### src/pkg/dac_spi_pkg.sv
`default_nettype none
// ==========================================================================
// Serial register port constants and types
// ==========================================================================
package dac_spi_pkg;

  // Register space
  localparam int         ADDR_W   = 7;             // Instruction address width
  localparam int         DATA_W   = 8;             // One data byte per cycle
  localparam int         NUM_REGS = 128;           // Full 7-bit address space
  localparam logic [6:0] CFG_ADDR = 7'h00;         // Port configuration register

  // Instruction byte layout
  localparam int INSTR_READ_BIT = 7;               // One selects a read

  // Configuration register fields
  localparam int         CFG_BIDIR_BIT   = 7;      // One: shared data pin
  localparam int         CFG_LSB_BIT     = 6;      // One: least significant bit first
  localparam int         CFG_RESTORE_BIT = 5;      // Self-clearing default restore
  localparam logic [7:0] CFG_RESTORE_MASK = 8'h20; // Mask of the restore bit

  // Reset values
  localparam logic [7:0] CFG_RESET   = 8'h80;      // Shared pin, MSB first
  localparam logic [7:0] REG_RESET   = 8'h00;      // Every other register
  localparam logic [7:0] RECOVER_CFG = 8'h00;      // Config after recovery

  // Serial framing
  localparam logic [2:0] LAST_BIT      = 3'h7;     // Eighth bit of a byte
  localparam logic [4:0] RECOVER_ZEROS = 5'h19;    // Partial zeros plus three 0x00 bytes
  localparam logic [4:0] ZERO_RUN_MAX  = 5'h1f;    // Saturation of the zero counter

  // Timing: the serial clock is oversampled by the core clock
  localparam int SCLK_MAX_KHZ = 20000;             // Fastest serial clock
  localparam int CORE_KHZ     = 100000;            // Core clock rate
  localparam int SCLK_MIN_CYC = CORE_KHZ / SCLK_MAX_KHZ; // Core cycles per serial period

  // Serial phase, one-hot
  typedef enum logic [1:0] {
    PH_INSTR = 2'b01,
    PH_DATA  = 2'b10
  } phase_t;

  // Captured instruction byte
  typedef struct packed {
    logic             read;
    logic [ADDR_W-1:0] addr;
  } instr_t;

  // Configuration register view
  typedef struct packed {
    logic       sdioBidir;
    logic       lsbFirst;
    logic       restore;
    logic [4:0] spare;
  } cfg_t;

  // Register write notification towards the device core
  typedef struct packed {
    logic              en;
    logic [ADDR_W-1:0] addr;
    logic [DATA_W-1:0] data;
  } wr_t;

endpackage : dac_spi_pkg
`default_nettype wire

### src/logic/dac_spi_register_port.sv
`timescale 1ns/1ps
`default_nettype none

module dac_spi_register_port (
  // Clock and reset
  input  wire logic                       core_clk,
  input  wire logic                       rst_n,
  // Serial pins, asynchronous to core_clk
  input  wire logic                       sclk,
  input  wire logic                       csN,
  input  wire logic                       sdioIn,
  output logic                            sdioOut,
  output logic                            sdioOeN,
  output logic                            sdoOut,
  output logic                            sdoOeN,
  // Register contents towards the device core
  output logic [127:0][7:0]               regImage,
  output dac_spi_pkg::cfg_t               portCfg,
  output dac_spi_pkg::wr_t                regWrite
);

  // ========================================================================
  // Input synchronisers
  // ========================================================================
  logic [2:0] sclkPipe;      // Two-stage sync plus edge history
  logic [1:0] csPipe;        // Two-stage sync of chip select
  logic [1:0] sdiPipe;       // Two-stage sync of serial data

  // All pins share the same latency, so data stays aligned with its edge
  always_ff @(posedge core_clk or negedge rst_n) begin
    if (!rst_n) begin
      sclkPipe <= 3'h0;
      csPipe   <= 2'h3;
      sdiPipe  <= 2'h0;
    end else begin
      sclkPipe <= {sclkPipe[1:0], sclk};
      csPipe   <= {csPipe[0], csN};
      sdiPipe  <= {sdiPipe[0], sdioIn};
    end
  end

  // Only the second and third stages are looked at
  wire sclkRise  = sclkPipe[1] & ~sclkPipe[2];
  wire sclkFall  = ~sclkPipe[1] & sclkPipe[2];
  wire csActive  = ~csPipe[1];
  wire sdiBit    = sdiPipe[1];

  // ========================================================================
  // State and decode
  // ========================================================================
  dac_spi_pkg::phase_t phaseQ, phaseD;   // Instruction or data phase
  logic [2:0]          bitCntQ, bitCntD; // Bit position within a byte
  logic [7:0]          rxSrQ, rxSrD;     // Receive shifter
  dac_spi_pkg::instr_t instrQ, instrD;   // Captured instruction
  logic [7:0]          txSrQ;            // Readback shifter
  logic                txEnQ;            // Output driver enabled
  logic [4:0]          zeroRunQ;         // Consecutive zero bits seen
  logic [7:0]          memQ [128];       // Register array
  dac_spi_pkg::wr_t    wrQ;              // Registered write notice

  // Current configuration steers the shifters and the pins
  wire [7:0] cfgRaw   = memQ[dac_spi_pkg::CFG_ADDR];
  wire       lsbFirst = cfgRaw[dac_spi_pkg::CFG_LSB_BIT];
  wire       bidir    = cfgRaw[dac_spi_pkg::CFG_BIDIR_BIT];

  // Sample on the rising serial edge while selected
  wire stepRise = sclkRise & csActive;

  // Next receive byte in the chosen bit order
  wire [7:0] rxNext = lsbFirst ? {sdiBit, rxSrQ[7:1]}
                               : {rxSrQ[6:0], sdiBit};

  // A long run of zeros pulls the port back to a known state
  wire recoverHit = stepRise & ~sdiBit
                  & (zeroRunQ == dac_spi_pkg::RECOVER_ZEROS - 5'h01);

  // Byte completion, split by phase
  wire byteDone  = stepRise & (bitCntQ == dac_spi_pkg::LAST_BIT);
  wire instrDone = byteDone & (phaseQ == dac_spi_pkg::PH_INSTR) & ~recoverHit;
  wire dataDone  = byteDone & (phaseQ == dac_spi_pkg::PH_DATA) & ~recoverHit;

  // Write takes effect on the edge that completes the data byte
  wire                      wrEn   = dataDone & ~instrQ.read;
  wire [6:0]                wrAddr = instrQ.addr;
  wire                      restorePulse = wrEn & (wrAddr == dac_spi_pkg::CFG_ADDR)
                                         & rxNext[dac_spi_pkg::CFG_RESTORE_BIT];
  // The restore bit never sticks, so the stored configuration always holds it at zero
  wire [7:0]                cfgWrData = rxNext & ~dac_spi_pkg::CFG_RESTORE_MASK;

  // Address of a read taken from the instruction just completed
  wire dac_spi_pkg::instr_t rxInstr = dac_spi_pkg::instr_t'(rxNext);
  wire                      readStart = instrDone & rxInstr.read;

  // ========================================================================
  // Phase sequencing
  // ========================================================================
  always_comb begin
    phaseD  = phaseQ;
    bitCntD = bitCntQ;
    rxSrD   = rxSrQ;
    instrD  = instrQ;
    if (recoverHit) begin
      // Realign on the byte that follows the zero run
      phaseD  = dac_spi_pkg::PH_INSTR;
      bitCntD = 3'h0;
    end else if (!csActive) begin
      // Deselect on a byte boundary keeps everything; mid-byte throws it away
      if (bitCntQ != 3'h0) begin
        phaseD  = dac_spi_pkg::PH_INSTR;
        bitCntD = 3'h0;
      end
    end else if (stepRise) begin
      rxSrD   = rxNext;
      bitCntD = bitCntQ + 3'h1;
      if (bitCntQ == dac_spi_pkg::LAST_BIT) begin
        unique case (phaseQ)
          dac_spi_pkg::PH_INSTR: begin
            instrD = rxInstr;
            phaseD = dac_spi_pkg::PH_DATA;
          end
          dac_spi_pkg::PH_DATA: begin
            // One byte only: the next byte is a new instruction
            phaseD = dac_spi_pkg::PH_INSTR;
          end
          default: begin
            phaseD = dac_spi_pkg::PH_INSTR;
          end
        endcase
      end
    end
  end

  // Phase registers
  always_ff @(posedge core_clk or negedge rst_n) begin
    if (!rst_n) begin
      phaseQ  <= dac_spi_pkg::PH_INSTR;
      bitCntQ <= 3'h0;
      rxSrQ   <= 8'h00;
      instrQ  <= '0;
    end else begin
      phaseQ  <= phaseD;
      bitCntQ <= bitCntD;
      rxSrQ   <= rxSrD;
      instrQ  <= instrD;
    end
  end

  // Zero run counter, kept across deselects so a split sequence still counts
  always_ff @(posedge core_clk or negedge rst_n) begin
    if (!rst_n) begin
      zeroRunQ <= 5'h00;
    end else if (stepRise) begin
      if (sdiBit) begin
        zeroRunQ <= 5'h00;
      end else if (zeroRunQ != dac_spi_pkg::ZERO_RUN_MAX) begin
        zeroRunQ <= zeroRunQ + 5'h01;
      end
    end
  end

  // ========================================================================
  // Register array
  // ========================================================================
  for (genvar i = 0; i < dac_spi_pkg::NUM_REGS; i++) begin : g_reg
    if (i == 0) begin : g_cfg
      // Configuration: recovery wins over a write in the same cycle
      always_ff @(posedge core_clk or negedge rst_n) begin
        if (!rst_n) begin
          memQ[i] <= dac_spi_pkg::CFG_RESET;
        end else if (recoverHit) begin
          memQ[i] <= dac_spi_pkg::RECOVER_CFG;
        end else if (wrEn && wrAddr == dac_spi_pkg::CFG_ADDR) begin
          memQ[i] <= cfgWrData;
        end
      end
    end else begin : g_gen
      // Ordinary register: restore to default, else take a write
      always_ff @(posedge core_clk or negedge rst_n) begin
        if (!rst_n) begin
          memQ[i] <= dac_spi_pkg::REG_RESET;
        end else if (restorePulse) begin
          memQ[i] <= dac_spi_pkg::REG_RESET;
        end else if (wrEn && wrAddr == 7'(i)) begin
          memQ[i] <= rxNext;
        end
      end
    end
    assign regImage[i] = memQ[i];
  end

  // Write notice for the device core, registered on the same edge as the array update
  always_ff @(posedge core_clk or negedge rst_n) begin
    if (!rst_n) begin
      wrQ <= '0;
    end else begin
      wrQ.en   <= wrEn;
      wrQ.addr <= wrAddr;
      wrQ.data <= rxNext;
    end
  end

  // ========================================================================
  // Readback path
  // ========================================================================
  // Load the addressed byte as the instruction completes, shift on each rise
  always_ff @(posedge core_clk or negedge rst_n) begin
    if (!rst_n) begin
      txSrQ <= 8'h00;
    end else if (readStart) begin
      txSrQ <= memQ[rxInstr.addr];
    end else if (stepRise && txEnQ) begin
      txSrQ <= lsbFirst ? {1'b0, txSrQ[7:1]} : {txSrQ[6:0], 1'b0};
    end
  end

  // Driver turns on at the falling edge after the instruction, which
  // gives the master's driver half a serial period to let go
  always_ff @(posedge core_clk or negedge rst_n) begin
    if (!rst_n) begin
      txEnQ <= 1'b0;
    end else if (!csActive || phaseQ != dac_spi_pkg::PH_DATA || recoverHit) begin
      txEnQ <= 1'b0;
    end else if (sclkFall && instrQ.read) begin
      txEnQ <= 1'b1;
    end
  end

  // Pin selection: shared pin or dedicated output, never both
  wire txBit = lsbFirst ? txSrQ[0] : txSrQ[7];
  assign sdioOut  = txBit;
  assign sdoOut   = txBit;
  assign sdioOeN  = ~(txEnQ & csActive & bidir);
  assign sdoOeN   = ~(txEnQ & csActive & ~bidir);
  assign portCfg  = dac_spi_pkg::cfg_t'(cfgRaw);
  assign regWrite = wrQ;
endmodule : dac_spi_register_port
`default_nettype wire

### config.mk
export PLATFORM = sky130hd
export DESIGN_NAME = dac_spi_register_port
export DESIGN_NICKNAME = d
export VERILOG_FILES = /design/src/pkg/dac_spi_pkg.sv /design/src/logic/dac_spi_register_port.sv
export SDC_FILE = /design/constraint.sdc
export NUM_CORES = 2
export LEC_CHECK = 0
export CAP_MARGIN = 20
export CORE_AREA = 8 8 406 408
export CTS_CLUSTER_SIZE = 20
export DETAILED_ROUTE_END_ITERATION = 10
export DIE_AREA = 0 0 414 416
export DONT_BUFFER_PORTS = 1
export GPL_ROUTABILITY_DRIVEN = 0
export PLACE_DENSITY = 0.44
export SLEW_MARGIN = 10
export SYNTH_ARGS = -nofsm -noshare
export SYNTH_HDL_FRONTEND = slang
export SYNTH_SLANG_ARGS = --single-unit
### constraint.sdc
create_clock -name core_clk -period 4.25 [get_ports core_clk]
set_input_delay 0.425 -clock core_clk [delete_from_list [all_inputs] [get_ports core_clk]]
set_output_delay 0.425 -clock core_clk [all_outputs]
set_load 0.02 [all_outputs]
Word level (Yosys, flattened, before mapping)
Index checks and enable logic that the tools add are counted.
{"block": "word_totals", "ram_bits": 0, "out_inout_bits": 1052, "input_bits": 5, "mem_bits_ro": 0, "n_memories": 0, "reg_bits": 1082, "latch_bits": 0}
{"block": "classes", "div_mod_pow": 0, "shifts": 0, "n_mul": 0, "magnitude_cmp": 1, "add_sub_neg": 2, "n_reduce_logical": 272, "bitwise": 27, "n_eq_ne": 134, "n_mux": 278}
{"op": "8-bit 2-to-1 mux", "n": 262}
{"op": "7-bit equality test, second input constant", "n": 64}
{"op": "2-bit nonzero test", "n": 131}
{"op": "7-bit by 6-bit equality test with 1-bit output, second input constant", "n": 32}
{"op": "1-bit logical AND", "n": 130}
{"op": "7-bit by 5-bit equality test with 1-bit output, second input constant", "n": 16}
{"op": "8-bit binary-select mux with 7-bit select", "n": 1}
{"op": "7-bit by 4-bit equality test with 1-bit output, second input constant", "n": 8}
{"op": "7-bit by 3-bit equality test with 1-bit output, second input constant", "n": 4}
{"op": "1-bit bitwise AND", "n": 17}
{"op": "7-bit by 2-bit equality test with 1-bit output, second input constant", "n": 2}
{"op": "2-bit 2-to-1 mux", "n": 6}
{"op": "3-bit 2-to-1 mux", "n": 4}
{"op": "5-bit 2-to-1 mux", "n": 2}
{"op": "1-bit NOT", "n": 9}
{"op": "3-bit nonzero test", "n": 3}
{"op": "8-bit greater-or-equal comparator, second input constant", "n": 1}
{"op": "7-bit NOT with 8-bit output", "n": 1}
{"op": "7-bit by 1-bit equality test with 1-bit output, second input constant", "n": 1}
{"op": "7-bit zero test", "n": 1}
{"op": "3-bit AND reduction", "n": 2}
{"op": "5-bit by 1-bit adder with 5-bit output, second input constant", "n": 1}
{"op": "5-bit equality test, second input constant", "n": 1}
{"op": "5-bit != test, second input constant", "n": 1}
{"op": "10 further kinds", "n": 14}

Depth between registers and ports, before layout
{"block": "logic_depth", "ltp_word": 11, "mapped_depth": 13}

Worst setup path after synthesis
No wires, ideal clock.
{"block": "synth_timing", "path_type": "register to register", "start": "register memQ, in the netlist portCfg[6]", "end": "register txSrQ[0]", "path_slack_ps": 1278, "path_stages_with_launch": 11, "arrival_time_ps": 2846, "t_required_ps": 4124, "setup_ps": 126, "synth_period_minus_slack_ps": 2972, "cell_sequence": "dfrtp_1 -> buf_2 -> buf_1 -> mux2i_1 -> clkinv_1 -> nand2_1 -> buf_2 -> a21oi_1 -> a2111oi_0 -> o211a_1 -> nor3_1"}
{"block": "synth_between", "elab_chain_len": 6, "word_cells_on_any_way": 10}
{"item": "start, declared", "line_no": "dac_spi_register_port.sv:58", "source": "logic [7:0] memQ [128];"}
{"item": "start signal, assigned by index", "line_no": "dac_spi_register_port.sv:169", "source": "memQ[i] <= dac_spi_pkg::CFG_RESET;"}
{"item": "start signal, assigned by index", "line_no": "dac_spi_register_port.sv:171", "source": "memQ[i] <= dac_spi_pkg::RECOVER_CFG;"}
{"item": "start signal, assigned by index", "line_no": "dac_spi_register_port.sv:173", "source": "memQ[i] <= cfgWrData;"}
{"item": "8-bit 2-to-1 mux", "line_no": "dac_spi_register_port.sv:70", "source": "wire [7:0] rxNext = lsbFirst ? {sdiBit, rxSrQ[7:1]}"}
{"item": "7-bit NOT with 8-bit output (not written as such)", "line_no": "dac_spi_register_port.sv:210", "source": "txSrQ <= memQ[rxInstr.addr];"}
{"item": "8-bit binary-select mux with 7-bit select", "line_no": "dac_spi_register_port.sv:210"}
{"item": "8-bit 2-to-1 mux (not written as such) (2 in a row)", "line_no": "dac_spi_register_port.sv:210"}
{"item": "8-bit 2-to-1 mux", "line_no": "dac_spi_register_port.sv:209", "source": "end else if (readStart) begin"}
{"item": "end signal, assigned", "line_no": "dac_spi_register_port.sv:210"}
{"item": "end signal, assigned", "line_no": "dac_spi_register_port.sv:212", "source": "txSrQ <= lsbFirst ? {1'b0, txSrQ[7:1]} : {txSrQ[6:0], 1'b0};"}
{"item": "end, declared", "line_no": "dac_spi_register_port.sv:55", "source": "logic [7:0] txSrQ;"}
Several ways; a longest one is shown, not always the timed one. The select of a mux whose other input is x is not followed.
A chain may end at the register's enable or synchronous reset.

Worst setup path in the final report
{"block": "layout_timing", "start": "register memQ, in the netlist portCfg[6]", "end": "register txSrQ[5]"}
Same word-level chain as after synthesis.

==> run summary <==
outcome -> completed
final setup TNS -> 0 ns
synth warn -> 0
final setup violation count -> 0
share of cells above drive strength 1 -> 11.1%
Total GRT Usage -> 34.1%
worst hold endpoint -> csPipe[0]
Root Buffer -> clkbuf_16
Relative slew margins -> 18.3%
R2R cell count -> 9
Reg power frac -> 39.2%
# H-tree levels -> 4
period utilization -> 96.3%
FMAX -> 0.244 GHz
syn_area_per_cell -> 9.02 um2
gr busiest metal -> met2
Post-Syn Instances -> 5762
top cells by count, synth -> nor2_1, dfrtp_1, a211oi_1
CP Launch Type -> register
RSZ-0062 raised after global routing -> false
met3 Usage GRT -> 12.7%
post-route setup slack -> 0.157 ns
Synth Flop Type -> dfrtp_1
routed vias/inst -> 6.09
CTS Buf Count -> 133
Post-Synth Adder-Cell Area -> 0.144%
drt wl/cell -> 39.1 um
flops & latches, synth -> 1081
Post-DRT Antenna Nets -> 0
DRC -> 0
Sw Pwr -> 0.00857 W
Clk Latency, worst-skew pair -> 0.77 ns
DIE WIDTH -> 414 um
area of the core -> 0.159 mm2
number of synthesized flops with an enable pin -> 0
first-pass GRT wire length -> 419 mm
Internal -> 0.0181 W
reg2reg end -> txSrQ[5]
GR Util met2 -> 54.6%
HP Start -> csN
CP Launch Point -> portCfg[6]
DIE HEIGHT -> 416 um
largest family of logic cells by synthesized area -> compound AO/OA/AOI/OAI gates
Leak Pwr -> 24.1 nW
Synth top area share -> 51.9%
starting density of the core -> 32.7%
Simple-Gate Fraction of Synth Area -> 19.1%
critical path data required time -> 4.87 ns
post-DP HPWL -> 222 mm
final hold vios -> 0
number of global-route vias before repair -> 45300
CTS tree -> done
Pre-antenna DRT Iters -> 6
nets@finish -> 5685
Min Hold Slack -> 0.204 ns
met1 usage -> 40.6%
Vias -> 48000
combinational power share -> 16.8%
Clk pwr share -> 44.0%
pre-CTS setup slack -> 0.0483 ns
Hold Path Stages -> 1
pin slew with the least headroom to its limit -> 1.22 ns
Hold/Removal Path Class -> in2reg
Slew Viols, Final -> 0
kind of critical path -> reg2reg
Netlist cell types -> 67
sw frac -> 32.1%
reg-to-reg slack, setup -> 0.16 ns
largest net degree at the start of global routing -> 239
Routed WL -> 308 mm
most numerous cell in the Yosys netlist -> nor2_1
post-cts resize count -> 0
CTS max path bufs -> 3
clock transition at the registers of the reported paths -> 0.06 ns
Crit Path Max Fanout -> 32
PD cells -> 443 mW/mm2
port bufs -> 0
Post-Syn Area -> 0.0520 mm2
Max Cap Viol -> 0
area grow syn2layout -> 15.8%
Period minus WS final -> 4.09 ns
CP endpoint kind -> register
Synth Area in XOR/XNOR -> 0%
Max VDD drop -> 0.000446 V
WP data arrival -> 4.71 ns
fin util -> 37.9%
Overflow after GRT -> 0
reg-to-reg startpoint -> portCfg[6]
CTS Sinks -> 1081
Clock Skews -> 0.0372 ns
register area share after synthesis -> 52.1%
Async S/R FF share, synth -> 100%
mux share of post-synthesis cell area -> 4.23%
Iteration-0 DRC Markers -> 5183
largest area contributor in the netlist -> dfrtp_1
row count -> 147
Area contributors post-synth -> dfrtp_1, a211oi_1, nor2_1, nand2_1, mux2i_1
initial antenna violation count -> 11
Synth Area in Compound Gates -> 19.6%
die area -> 0.172 mm2
I/O pin count -> 1057
## state kept, by name, indices dropped and copies added (netlist names), 2 cells and up
signal	count
phaseQ	2
rxSrQ	8
wrAddr	7
portCfg	7
sclkPipe	3
sdiPipe	2
csPipe	2
regImage	1016
zeroRunQ	5
bitCntQ	3
txSrQ	8
regWrite	16
## worst max path at each step
stage	end	slack, ns
after floorplan	txSrQ[0]	1.28
after global routing	txSrQ[2]	0.08
final	txSrQ[5]	0.16
after global placement	txSrQ[3]	-0.01
after CTS	txSrQ[2]	0.09
after detailed placement	txSrQ[2]	0.05
## logic make-up (layout without fill, tap and decap cells)
| kind of cell | after synthesis | after routing |
|---|---|---|
| other cells | 1 | 8 |
| simple gates | 2385 | 2385 |
| buf+inv | 593 | 609 |
| fa+ha+maj | 6 | 6 |
| mux | 204 | 204 |
| flops | 1081 | 1081 |
| compound gates | 1492 | 1492 |
## stage by stage
| stage | cells | cell area (um2) | power, W |
|---|---|---|---|
| after floorplan | 5763 | 52000 | 0.0123 |
| after global placement | 7615 | 55600 | 0.0150 |
| after detailed placement | 7618 | 55600 | 0.0150 |
| after CTS | 7863 | 60100 | 0.0268 |
| after global routing | 7865 | 60200 | 0.0273 |
| final | 7871 | 60200 | 0.0267 |
## per-layer routing
metal	part of all wire [%]	vias to the layer above
met5	0.016	-
li1	-	20400
met4	6.1	8
met3	10	653
met1	38	24300
met2	46	2625
## worst max-delay path, cell delays in order, from the launching register on
cell and delay (ns):
dfrtp_2 0.51, mux2i_4 0.53, inv_8 0.30, buf_12 0.26, mux4_2 0.51, a2111oi_0 0.94
buf_4 0.23, nor4b_1 0.09, a211oi_1 0.38, a311oi_1 0.14
## power by group through the flow
stage / logic [W] / registers [W] / clock network, W
floorplan: 0.00170 / 0.0106 / 0
global placement: 0.00438 / 0.0106 / 0
detailed placement: 0.00440 / 0.0106 / 0
CTS: 0.00445 / 0.0105 / 0.0119
global route: 0.00454 / 0.0105 / 0.0123
finish: 0.00448 / 0.0105 / 0.0117
## final cells by class
| type | count | area [um2] |
|---|---|---|
| inverters | 22 | 101 |
| clock buffers | 195 | 3910 |
| clock inverters | 45 | 489 |
| multi-input cells | 4089 | 22600 |
| repair buffers | 347 | 3380 |
| well taps | 2086 | 2610 |
| fillers | 16100 | 98700 |
| flip-flops and latches | 1081 | 27100 |
| diodes | 6 | 15.0 |
## repair_timing
| action | 4_1_cts | 5_1_grt |
|---|---|---|
| endpoints found under the hold margin | 421 | 0 |
| setup buffers | 0 | 0 |
| endpoints found under the setup margin | 0 | 0 |
| hold buffers | 5 | 0 |
## cell usage in the layout, fill, tap and decap left out, types with 29 or more instances in the layout
cell / instances
nor3_1: 224
nor4_1: 64
a31oi_1: 29
a311oi_1: 32
nand3_1: 109
a21oi_1: 351
buf_12: 46
nand2_1: 605
o22ai_1: 76
dfrtp_1: 1074
clkbuf_16: 138
buf_4: 287
o21ai_0: 61
nor2_1: 1248
a211oi_1: 830
and3_1: 37
mux2i_1: 181
clkbuf_1: 33
Power figures use the tool's default switching activity.
